[config.mk]
export PLATFORM = sky130hd
export DESIGN_NAME = kpi_keypad_irq_unit
export DESIGN_NICKNAME = d
export VERILOG_FILES = /design/src/hw/kpi_pkg.sv /design/src/hw/kpi_keypad_irq_unit.sv
export SDC_FILE = /design/constraint.sdc
export NUM_CORES = 1
export LEC_CHECK = 0
export BUFFER_PORTS_ARGS = -buffer_cell sky130_fd_sc_hd__buf_2
export CORE_UTILIZATION = 41
export DETAILED_ROUTE_END_ITERATION = 10
export PLACE_DENSITY_LB_ADDON = 0.2
export SYNTH_ARGS = -nofsm -noshare
export SYNTH_HDL_FRONTEND = slang
export SYNTH_SLANG_ARGS = --single-unit
export TNS_END_PERCENT = 5
[constraint.sdc]
create_clock -name pclk -period 1.4 [get_ports pclk]
set_input_delay 0.21 -clock pclk [delete_from_list [all_inputs] [get_ports pclk]]
set_output_delay 0.21 -clock pclk [all_outputs]
set_load 0.05 [all_outputs]
[src/hw/kpi_pkg.sv]
// Purpose: Constants for the keypad pin interrupt unit
// Assumes: APB with 32-bit data, one aligned word per register
// Notes:   Register offsets are byte addresses
package kpi_pkg;
	localparam int          KPI_AW          = 4;
	localparam logic [3:0]  KPI_OFF_SC      = 4'h0;
	localparam logic [3:0]  KPI_OFF_PE      = 4'h4;
	localparam logic [3:0]  KPI_OFF_ES      = 4'h8;
	localparam int          KPI_BIT_FLAG    = 3;
	localparam int          KPI_BIT_ACK     = 2;
	localparam int          KPI_BIT_IE      = 1;
	localparam int          KPI_BIT_MOD     = 0;
	localparam logic [7:0]  KPI_PIN_MASK    = 8'h37;
	localparam logic [7:0]  KPI_RST_BYTE    = 8'h00;
	localparam int          KPI_NPINS       = 8;
endpackage : kpi_pkg

[src/hw/kpi_keypad_irq_unit.sv]
// Purpose: Keypad pin interrupt unit with APB register access
// Assumes: Pins are asynchronous; one clock pclk at 10 MHz
// Notes:   Slave answers with zero wait states
// Function
// - Detection flag at status bit 3, set by detection, never set by writes.
// - Writing 1 to bit 2 acknowledges; bit 2 always reads 0.
// - Status bit 1 enables the interrupt request.
// - Status bit 0 selects edge only or edge and level detection.
// - Pin enable bits 5, 4 and 2 to 0 make pins interrupt sources.
// - Polarity bit 0 means falling/low, 1 means rising/high.
// - Edges detected synchronously, only after deasserted level sampled.
// - Falling edge is 1 in one cycle, 0 in the next.
// - Rising edge is 0 in one cycle, 1 in the next.
// - Edge mode: edge sets flag, request if enabled, ack clears.
// - Level mode: edge or asserted level sets the flag.
// - Level mode: ack clears only if all enabled pins deasserted.
// - Enabling a pin turns on no pull device.
// - Detection continues in wait and stop; enabled irq wakes processor.
// - Detection continues normally during background debug.
//
// Decided for this implementation: the register offsets and the APB slave port.
`timescale 1ns/1ps
`default_nettype none
module kpi_keypad_irq_unit
	import kpi_pkg::*;
(
	input  wire logic                pclk,
	input  wire logic                presetn,
	input  wire logic                psel,
	input  wire logic                penable,
	input  wire logic                pwrite,
	input  wire logic [31:0]         paddr,
	input  wire logic [31:0]         pwdata,
	output logic      [31:0]         prdata,
	output logic                     pready,
	output logic                     pslverr,
	input  wire logic [kpi_pkg::KPI_NPINS-1:0] key_input_pin,
	output logic                     key_irq
);
	import kpi_pkg::*;

	// ------------------------------------------------------------------
	// Pin synchronisers
	// ------------------------------------------------------------------
	// Three stages; the second and third agreeing marks a settled change
	logic [KPI_NPINS-1:0] s1_q, s2_q, s3_q, s1_d, s2_d, s3_d;
	logic [KPI_NPINS-1:0] pin_q, pin_d;
	logic [KPI_NPINS-1:0] armed_q, armed_d;
	logic [KPI_NPINS-1:0] asserted, edge_hit;

	logic [7:0] pe_q, pe_d, es_q, es_d;
	logic       ie_q, ie_d, mod_q, mod_d, flag_q, flag_d;
	logic [31:0] prdata_d;
	logic       pready_d, pslverr_d, irq_d;
	logic       wr_sc, ack_wr, det_any, lvl_any, unmapped;

	// Per pin asserted level and edge; pins outside the mask never count
	genvar g;
	generate
		for (g = 0; g < KPI_NPINS; g++)
		begin : g_pin
			// Level seen at the filtered input, polarity applied
			assign asserted[g] = pe_q[g] & (pin_q[g] == es_q[g]);
			// Edge needs a deasserted sample in the cycle before
			assign edge_hit[g] = asserted[g] & armed_q[g];
		end
	endgenerate

	always_comb
	begin
		s1_d = key_input_pin;
		s2_d = s1_q;
		s3_d = s2_q;
		pin_d = (s2_q == s3_q) ? s3_q : pin_q;
		// Arm where pin is seen deasserted this cycle
		armed_d = pe_q & ~(pin_q ~^ es_q[KPI_NPINS-1:0]);
	end

	always_ff @(posedge pclk or negedge presetn)
	begin
		if (!presetn)
		begin
			s1_q    <= '0;
			s2_q    <= '0;
			s3_q    <= '0;
			pin_q   <= '0;
			armed_q <= '0;
		end
		else
		begin
			s1_q    <= s1_d;
			s2_q    <= s2_d;
			s3_q    <= s3_d;
			pin_q   <= pin_d;
			armed_q <= armed_d;
		end
	end

	// ------------------------------------------------------------------
	// Registers, flag and APB slave
	// ------------------------------------------------------------------
	always_comb
	begin
		unmapped = (paddr[KPI_AW-1:0] != KPI_OFF_SC) &&
			(paddr[KPI_AW-1:0] != KPI_OFF_PE) &&
			(paddr[KPI_AW-1:0] != KPI_OFF_ES);
		wr_sc  = psel & penable & pwrite & (paddr[KPI_AW-1:0] == KPI_OFF_SC);
		ack_wr = wr_sc & pwdata[KPI_BIT_ACK];
		det_any = |edge_hit;
		lvl_any = |asserted;
		ie_d = ie_q;
		mod_d = mod_q;
		pe_d = pe_q;
		es_d = es_q;
		if (wr_sc)
		begin
			ie_d  = pwdata[KPI_BIT_IE];
			mod_d = pwdata[KPI_BIT_MOD];
		end
		if (psel & penable & pwrite &
			(paddr[KPI_AW-1:0] == KPI_OFF_PE))
			pe_d = pwdata[7:0] & KPI_PIN_MASK;
		if (psel & penable & pwrite &
			(paddr[KPI_AW-1:0] == KPI_OFF_ES))
			es_d = pwdata[7:0] & KPI_PIN_MASK;
		// Set beats ack; writes never set the flag directly
		flag_d = flag_q;
		if (ack_wr && !(mod_q && lvl_any))
			flag_d = 1'b0;
		if (det_any || (mod_q && lvl_any))
			flag_d = 1'b1;
		// Level view: the registered pin tracks the live state
		irq_d = flag_d & ie_d;
		prdata_d = 32'h0000_0000;
		if (psel && !penable && !pwrite)
		begin
			case (paddr[KPI_AW-1:0])
				KPI_OFF_SC: prdata_d = {28'h0, flag_q, 1'b0, ie_q, mod_q};
				KPI_OFF_PE: prdata_d = {24'h0, pe_q};
				KPI_OFF_ES: prdata_d = {24'h0, es_q};
				default:    prdata_d = 32'h0000_0000;
			endcase
		end
		else if (psel && penable)
			prdata_d = prdata;
		pready_d  = psel & ~penable;
		pslverr_d = psel & ~penable & unmapped;
	end

	// Read data captured in setup so it is stable in the access phase
	always_ff @(posedge pclk or negedge presetn)
	begin
		if (!presetn)
		begin
			ie_q    <= 1'b0;
			mod_q   <= 1'b0;
			flag_q  <= 1'b0;
			pe_q    <= KPI_RST_BYTE;
			es_q    <= KPI_RST_BYTE;
			key_irq <= 1'b0;
			prdata  <= 32'h0000_0000;
			pready  <= 1'b0;
			pslverr <= 1'b0;
		end
		else
		begin
			ie_q    <= ie_d;
			mod_q   <= mod_d;
			flag_q  <= flag_d;
			pe_q    <= pe_d;
			es_q    <= es_d;
			key_irq <= irq_d;
			prdata  <= prdata_d;
			pready  <= pready_d;
			pslverr <= pslverr_d;
		end
	end
	// No pull device is driven from here; pin enables stay internal

	// ------------------------------------------------------------------
	// Checks
	// ------------------------------------------------------------------
	property p_irq_and;
		@(posedge pclk) disable iff (!presetn)
		key_irq == (flag_q & ie_q);
	endproperty
	a_irq_and: assert property (p_irq_and) else $error("irq mismatch");

	property p_edge_sets;
		@(posedge pclk) disable iff (!presetn)
		det_any |=> flag_q;
	endproperty
	a_edge_sets: assert property (p_edge_sets) else $error("edge lost");

	property p_level_holds;
		@(posedge pclk) disable iff (!presetn)
		(mod_q && lvl_any) |=> flag_q;
	endproperty
	a_level_holds: assert property (p_level_holds) else $error("lvl");

	property p_ack_clears;
		@(posedge pclk) disable iff (!presetn)
		(ack_wr && !det_any && !mod_q) |=> !flag_q;
	endproperty
	a_ack_clears: assert property (p_ack_clears) else $error("ack");

	property p_no_self_set;
		@(posedge pclk) disable iff (!presetn)
		(!flag_q && !det_any && !(mod_q && lvl_any)) |=> !flag_q;
	endproperty
	a_no_self_set: assert property (p_no_self_set) else $error("set");

	property p_ack_reads0;
		@(posedge pclk) disable iff (!presetn)
		(pready && !pwrite && paddr[KPI_AW-1:0] == KPI_OFF_SC)
			|-> !prdata[KPI_BIT_ACK];
	endproperty
	a_ack_reads0: assert property (p_ack_reads0) else $error("ack rd");

	property p_pe_mask;
		@(posedge pclk) disable iff (!presetn)
		(pe_q & ~KPI_PIN_MASK) == 8'h00;
	endproperty
	a_pe_mask: assert property (p_pe_mask) else $error("pe mask");

	// A polarity change may also arm an edge, so only the prior sample counts
	property p_edge_needs_arm;
		@(posedge pclk) disable iff (!presetn)
		(edge_hit & ~($past(pin_q) ^ $past(es_q))) == 8'h00;
	endproperty
	a_edge_needs_arm: assert property (p_edge_needs_arm)
		else $error("edge");

	property p_ie_write;
		@(posedge pclk) disable iff (!presetn)
		wr_sc |=> ie_q == $past(pwdata[KPI_BIT_IE]);
	endproperty
	a_ie_write: assert property (p_ie_write) else $error("ie");

	property p_ack_level_blocks;
		@(posedge pclk) disable iff (!presetn)
		(ack_wr && mod_q && lvl_any) |=> flag_q;
	endproperty
	a_ack_level_blocks: assert property (p_ack_level_blocks)
		else $error("ack in level mode cleared an asserted pin");

	property p_ack_level_clears;
		@(posedge pclk) disable iff (!presetn)
		(ack_wr && mod_q && !lvl_any && !det_any) |=> !flag_q;
	endproperty
	a_ack_level_clears: assert property (p_ack_level_clears)
		else $error("ack in level mode failed to clear");

	property p_flag_reads;
		@(posedge pclk) disable iff (!presetn)
		(pready && !pwrite && paddr[KPI_AW-1:0] == KPI_OFF_SC)
			|-> prdata[KPI_BIT_FLAG] == $past(flag_q);
	endproperty
	a_flag_reads: assert property (p_flag_reads) else $error("flag rd");

	property p_ie_reads;
		@(posedge pclk) disable iff (!presetn)
		(pready && !pwrite && paddr[KPI_AW-1:0] == KPI_OFF_SC)
			|-> prdata[KPI_BIT_IE] == $past(ie_q);
	endproperty
	a_ie_reads: assert property (p_ie_reads) else $error("ie rd");

	property p_irq_off_ie0;
		@(posedge pclk) disable iff (!presetn)
		!ie_q |-> !key_irq;
	endproperty
	a_irq_off_ie0: assert property (p_irq_off_ie0) else $error("irq");

	property p_es_mask;
		@(posedge pclk) disable iff (!presetn)
		(es_q & ~KPI_PIN_MASK) == 8'h00;
	endproperty
	a_es_mask: assert property (p_es_mask) else $error("es mask");

	property p_rd_upper_zero;
		@(posedge pclk) disable iff (!presetn)
		(pready && !pwrite) |-> prdata[31:8] == 24'h00_0000;
	endproperty
	a_rd_upper_zero: assert property (p_rd_upper_zero)
		else $error("upper read bits not zero");

	property p_unmapped_err;
		@(posedge pclk) disable iff (!presetn)
		pready |-> pslverr == unmapped;
	endproperty
	a_unmapped_err: assert property (p_unmapped_err)
		else $error("pslverr wrong");

	property p_unmapped_read0;
		@(posedge pclk) disable iff (!presetn)
		(pready && !pwrite && unmapped) |-> prdata == 32'h0000_0000;
	endproperty
	a_unmapped_read0: assert property (p_unmapped_read0)
		else $error("unmapped read not zero");

	property p_mod_write;
		@(posedge pclk) disable iff (!presetn)
		wr_sc |=> mod_q == $past(pwdata[KPI_BIT_MOD]);
	endproperty
	a_mod_write: assert property (p_mod_write) else $error("mod");

	property p_pe_write;
		@(posedge pclk) disable iff (!presetn)
		(psel && penable && pwrite && paddr[KPI_AW-1:0] == KPI_OFF_PE)
			|=> pe_q == ($past(pwdata[7:0]) & KPI_PIN_MASK);
	endproperty
	a_pe_write: assert property (p_pe_write) else $error("pe wr");

	property p_es_write;
		@(posedge pclk) disable iff (!presetn)
		(psel && penable && pwrite && paddr[KPI_AW-1:0] == KPI_OFF_ES)
			|=> es_q == ($past(pwdata[7:0]) & KPI_PIN_MASK);
	endproperty
	a_es_write: assert property (p_es_write) else $error("es wr");

	property p_fall_edge;
		@(posedge pclk) disable iff (!presetn)
		((pe_q & $past(pe_q) & ~es_q & ~$past(es_q) & $past(pin_q) & ~pin_q)
			!= 8'h00) |-> det_any;
	endproperty
	a_fall_edge: assert property (p_fall_edge) else $error("fall");

	property p_rise_edge;
		@(posedge pclk) disable iff (!presetn)
		((pe_q & $past(pe_q) & es_q & $past(es_q) & ~$past(pin_q) & pin_q)
			!= 8'h00) |-> det_any;
	endproperty
	a_rise_edge: assert property (p_rise_edge) else $error("rise");

	property p_disabled_quiet;
		@(posedge pclk) disable iff (!presetn)
		(pe_q == 8'h00 && $past(pe_q) == 8'h00) |-> !det_any && !lvl_any;
	endproperty
	a_disabled_quiet: assert property (p_disabled_quiet)
		else $error("disabled pin detected");

	property p_sync_settle;
		@(posedge pclk) disable iff (!presetn)
		(pin_q != $past(pin_q)) |-> pin_q == $past(s3_q);
	endproperty
	a_sync_settle: assert property (p_sync_settle) else $error("sync");

	property p_irq_follows_ack;
		@(posedge pclk) disable iff (!presetn)
		(ack_wr && !det_any && !mod_q) |=> !key_irq;
	endproperty
	a_irq_follows_ack: assert property (p_irq_follows_ack)
		else $error("irq held after ack");

	property p_write_keeps_flag;
		@(posedge pclk) disable iff (!presetn)
		(wr_sc && !pwdata[KPI_BIT_ACK] && flag_q) |=> flag_q;
	endproperty
	a_write_keeps_flag: assert property (p_write_keeps_flag)
		else $error("write without ack cleared flag");
endmodule : kpi_keypad_irq_unit
`default_nettype wire

* Word level (Yosys, flattened, before mapping) *
Cells that the tools add are included.

word-level totals
  input bits = 77
  word-level logic and storage cells = 69
  bits in registers = 86
  output and inout bits = 35

cells by class
  mux-type cells = 6
  equality and inequality tests = 11
  reductions and logical operators = 15
  bitwise gates (word level) = 23

operator list
  operator              number
  $mux W32              2
  $and A1 B1 Y1         19
  $pmux W6 S3           1
  $reduce_or A5 Y1      2
  $eq A8 B8 Y1          1
  $xnor A8 B6 Y6        1
  $logic_and A1 B1 Y1   7
  $and A6 B6 Y6         1
  $not A6 Y6            1
  $eq A1 B1 Y1          5
  $eq A4 B3 Y1 const B  1
  $eq A4 B4 Y1 const B  1
  $logic_not A4 Y1      1
  $ne A4 B3 Y1 const B  1
  $ne A4 B4 Y1 const B  1
  $reduce_bool A4 Y1    1
  $logic_not A1 Y1      3
  $mux W1               3
  $ne A2 B2 Y1 const B  1
  $logic_or A1 B1 Y1    1
  $not A1 Y1            1

* Logic depth before layout (Yosys ltp) *
  depth after elaboration = 9
  depth in mapped cells = 4
  mapped depth without buffers = 4

* Worst setup path after synthesis *
No wires, ideal clock.

  path type = input-to-reg
  start point = in paddr[3]
  end point = reg key_irq
  path slack = -0.056 ns
  stages on the path = 4
  arrival = 1.337 ns
  cell sequence = or4_4 nor2_1 mux2_4 o21a_1

between the ends
  elaborated cells on any way between the ends = 8
  those cells by class = 3 x mux; 3 x bitwise; 2 x reduce/logical

RTL lines
  what                    RTL line                    text
  start: declaration      kpi_keypad_irq_unit.sv:32   input wire logic [31:0] paddr,
  $logic_not A4 Y1        kpi_keypad_irq_unit.sv:107  wr_sc = psel & penable & pwrite & (paddr[KPI_AW-1:0] == KPI_OFF_SC);
  $and A1 B1 Y1           kpi_keypad_irq_unit.sv:107
  $mux W1                 kpi_keypad_irq_unit.sv:115  if (wr_sc)
  net ie_d                kpi_keypad_irq_unit.sv:52   logic ie_q, ie_d, mod_q, mod_d, flag_q, flag_d;
  $and A1 B1 Y1           kpi_keypad_irq_unit.sv:133  irq_d = flag_d & ie_d;
  net irq_d               kpi_keypad_irq_unit.sv:54   logic pready_d, pslverr_d, irq_d;
  end signal: assignment  kpi_keypad_irq_unit.sv:172  key_irq <= irq_d;
  end: declaration        kpi_keypad_irq_unit.sv:38   output logic key_irq

The timed path passes the listed nets, and every way through them passes these cells.
A chain may end at the register's enable or synchronous reset.

* Worst setup path after layout *
  start point = reg s3_q[2]
  end point = reg pin_q[1]

between the ends
  word-level cells in the longest chain between the ends = 1

RTL lines
  what                      RTL line                   text
  start: declaration        kpi_keypad_irq_unit.sv:46  logic [KPI_NPINS-1:0] s1_q, s2_q, s3_q, s1_d, s2_d, s3_d;
  start signal: assignment  kpi_keypad_irq_unit.sv:85  s3_q <= '0;
  start signal: assignment  kpi_keypad_irq_unit.sv:93  s3_q <= s3_d;
  $eq A8 B8 Y1              kpi_keypad_irq_unit.sv:74  pin_d = (s2_q == s3_q) ? s3_q : pin_q;
  end signal: assignment    kpi_keypad_irq_unit.sv:94  pin_q <= pin_d;
  end: declaration          kpi_keypad_irq_unit.sv:47  logic [KPI_NPINS-1:0] pin_q, pin_d;

No other way between the ends.

==> results.md <==
- Fraction of layout cells with a size suffix above 1: between 30% and 40%
- Dpl cell area: about 2500 um2
- Post-synth EDFFs: 0
- Synthesized flop and latch total: 56
- GP Congestion: a little over 0.8
- Crit path required time: 1580 ps
- Final min period: approximately 1500 ps
- Status: finished with violations
- Num CTS Buffers: 5
- Cells along the critical path: xor2_1 -> nor4_1 -> nand2_1 -> mux2_2
- Max FO, Critical Path: 5
- Top cell type's share of synthesized area: approximately three fifths
- CTS Buffer Depth: 2
- Total power: approximately 3.2 mW
- Max Cap Viol: 0
- Pre-CTS WS: -198 ps
- Worst setup slack after layout: -72.6 ps
- Clock sinks: 56
- Element type at the critical path start: register
- Final Hold Viols: 0
- Vias per cell: 4.57
- Sequential-to-total area share from yosys stat: between 60 and 70%
- Die Span Y: between 70 and 80 um
- Top post-synthesis cells by area: dfrtp_1 (62%), buf_4 (8.6%), mux2_2 (8.0%)
- Root Driver: clkbuf_8
- PortBufs: 30
- I/O Pins: 112
- Final Setup Violations: 6
- ANT cells: 0
- Syn Area/Cell: approximately 14 um2
- HPWL Detailed: 2790 um
- Mapped Area: about 2300 um2
- Post-CTS repair timing setup buffer count: 0
- Final Max Tran Viols: 0
- Top_reg_cell synth: dfrtp_1
- Leak Pwr: approximately 1.3 nW
- Post-synth top area cell: dfrtp_1
- Die Width: between 70 and 80 um
- H-tree Lvls: 2
- Nets: between 200 and 300
- CTS clock-pin slew for the worst setup and hold paths: 90 ps
- Warnings, synthesis: 0
- RSZ-0062 raised after global routing: yes
- Via Count: around 1,300
- Worst EP arrival: between 1500 and 2000 ps
- Post-Route WL: 3560 um
- Num rows: 26
- Pwr Density: 1220 nW/um2
- Largest net degree at the start of global routing: 24
- ANT nets after route: 0
- Pre-antenna DRT Iters: 4
- Initial Util: a little over two fifths
- Die area: 5820 um2
- Syn Inst Count: 165
- Max incr delay on CP: roughly 400 ps
- Failing checks: negative setup slack
- Layout fillers: ~460
- Vias in the first global route: ~1,300
- Clock Skews: roughly 5.5 ps
- CP endpoint kind: register
- Worst vdd ir: 0.797 mV
- Setup CP Type: reg2reg
- Max Clock Freq: between 600 and 700 MHz
- CP max-delay cell: dfrtp_1
- Cell variety after synth: 33
- CTS tree: done
- Initial antenna violation count: 0
- Fin crit share: 105%
- Wire per inst: 12.3 um
- Hold crit path type: in2reg
- Core area: 5200 um2
- Fraction of registers with async set/reset: 100%
- Initial DRC Count: 55
- GRT overflow: 0
- Area grow syn2layout: 17.2%
- First-pass GRT wire length: 5980 um
- Post-Layout Inst Area: between 2000 and 3000 um2
- Drt drc: 0
- All-Layer GR Usage: 13.1%
- Skew-Pair Late Insertion Delay: 290 ps
-- flip-flops by register name, indices dropped and copies added (netlist names), 5 cells and up --
name     flops
armed_q      5
es_q         5
pe_q         5
pin_q        5
prdata       6
s1_q         8
s2_q         8
s3_q         8
-- critical path, delay by kind of cell (launching register included) --
kind          cells  cell delay [ps]
xor+xnor          1              160
flops             1              400
mux               1              310
simple gates      2              490
-- metrics by stage --
step | hold WS (ps) | TNS [ps] | utilization, % | std cells
after detailed placement | 192 | -1380 | 48.7 | 279
after global routing | 1.06 | -917 | 51.0 | 290
after CTS | 5.03 | -674 | 50.6 | 288
final | 19.6 | -361 | 51.0 | 290
after floorplan | -85.6 | -36.9 | - | 190
after global placement | 184 | -1240 | 48.7 | 279
-- final cells by class --
cell class / count / area (um2) / share of cell area (%)
well taps: 70 / 87.6 / 3.30
flip-flops and latches: 56 / 1400 / 52.8
clock buffers: 8 / 90.1 / 3.39
repair buffers: 48 / 305 / 11.5
inverters: 2 / 7.51 / 0.283
multi-input cells: 106 / 762 / 28.7
-- repair_timing --
action | 4_1_cts | 5_1_grt
hold buffers | 1 | 2
setup endpoints to repair | 7 | 7
pin swaps | 3 | 1
endpoints found under the hold margin | 17 | 2
gates resized for setup | 1 | 0
-- cell usage after synthesis (all sizes together) (2+ instances only) --
cell	n
a22o	8
and2	3
buf	26
dfrtp	56
inv	2
mux2	17
mux2i	2
nand2	5
nand3	2
nor2	2
nor2b	8
nor4	2
o21ai	2
xnor2	5
xor2	8
-- cells in the final DEF, fill, tap and decap left out, drive strengths merged, types with 2 or more instances in the layout --
cell type and count:
conb 26, o21ai 2, and2 3, dlygate4sd3 3, xnor2 5, mux2 17
dfrtp 56, buf 45, a22o 8, nor2b 8, mux2i 2, nand3 2
inv 2, nand2 5, nor4 2, xor2 8, nor2 2, clkbuf 8
-- report_power, final --
part / switching (mW) / internal (mW) / leakage, nW / total [mW]
Sequential: 0.0871 / 1.74 / 0.709 / 1.83
Combinational: 0.344 / 0.211 / 0.548 / 0.555
Clock: 0.457 / 0.404 / 0.0455 / 0.861
Total: 0.888 / 2.36 / 1.30 / 3.24
-- worst paths after layout --
check	from	to	slack [ps]	cells past startpoint
max	s3_q[2]	pin_q[1]	-70	4
min	key_input_pin[4]	s1_q[4]	20	1
max reg2reg	s3_q[2]	pin_q[1]	-70	4
min reg2reg	s1_q[0]	s2_q[0]	350	0
max in group asynchronous	presetn	s3_q[3]	430	3
min in group asynchronous	presetn	prdata[4]	390	2
-- metal layers --
| layer | track usage [%] | wire, um | vias up |
|---|---|---|---|
| li1 | - | - | 625 |
| met1 | 15.6 | 1540 | 652 |
| met2 | 22.7 | 1840 | 46 |
| met3 | 3.71 | 162 | 2 |
| met4 | 4.04 | 17 | 0 |
| met5 | 0 | 0 | - |
-- cells by family after synthesis --
group	Yosys count	synth area share (%)
flops	56	61.9
compound gates	19	6.91
other cells	1	0.166
buf+inv	28	8.95
xor+xnor	13	5.03
simple gates	29	7.57
mux	19	9.50
No activity file was read; power rests on OpenSTA's default activity.
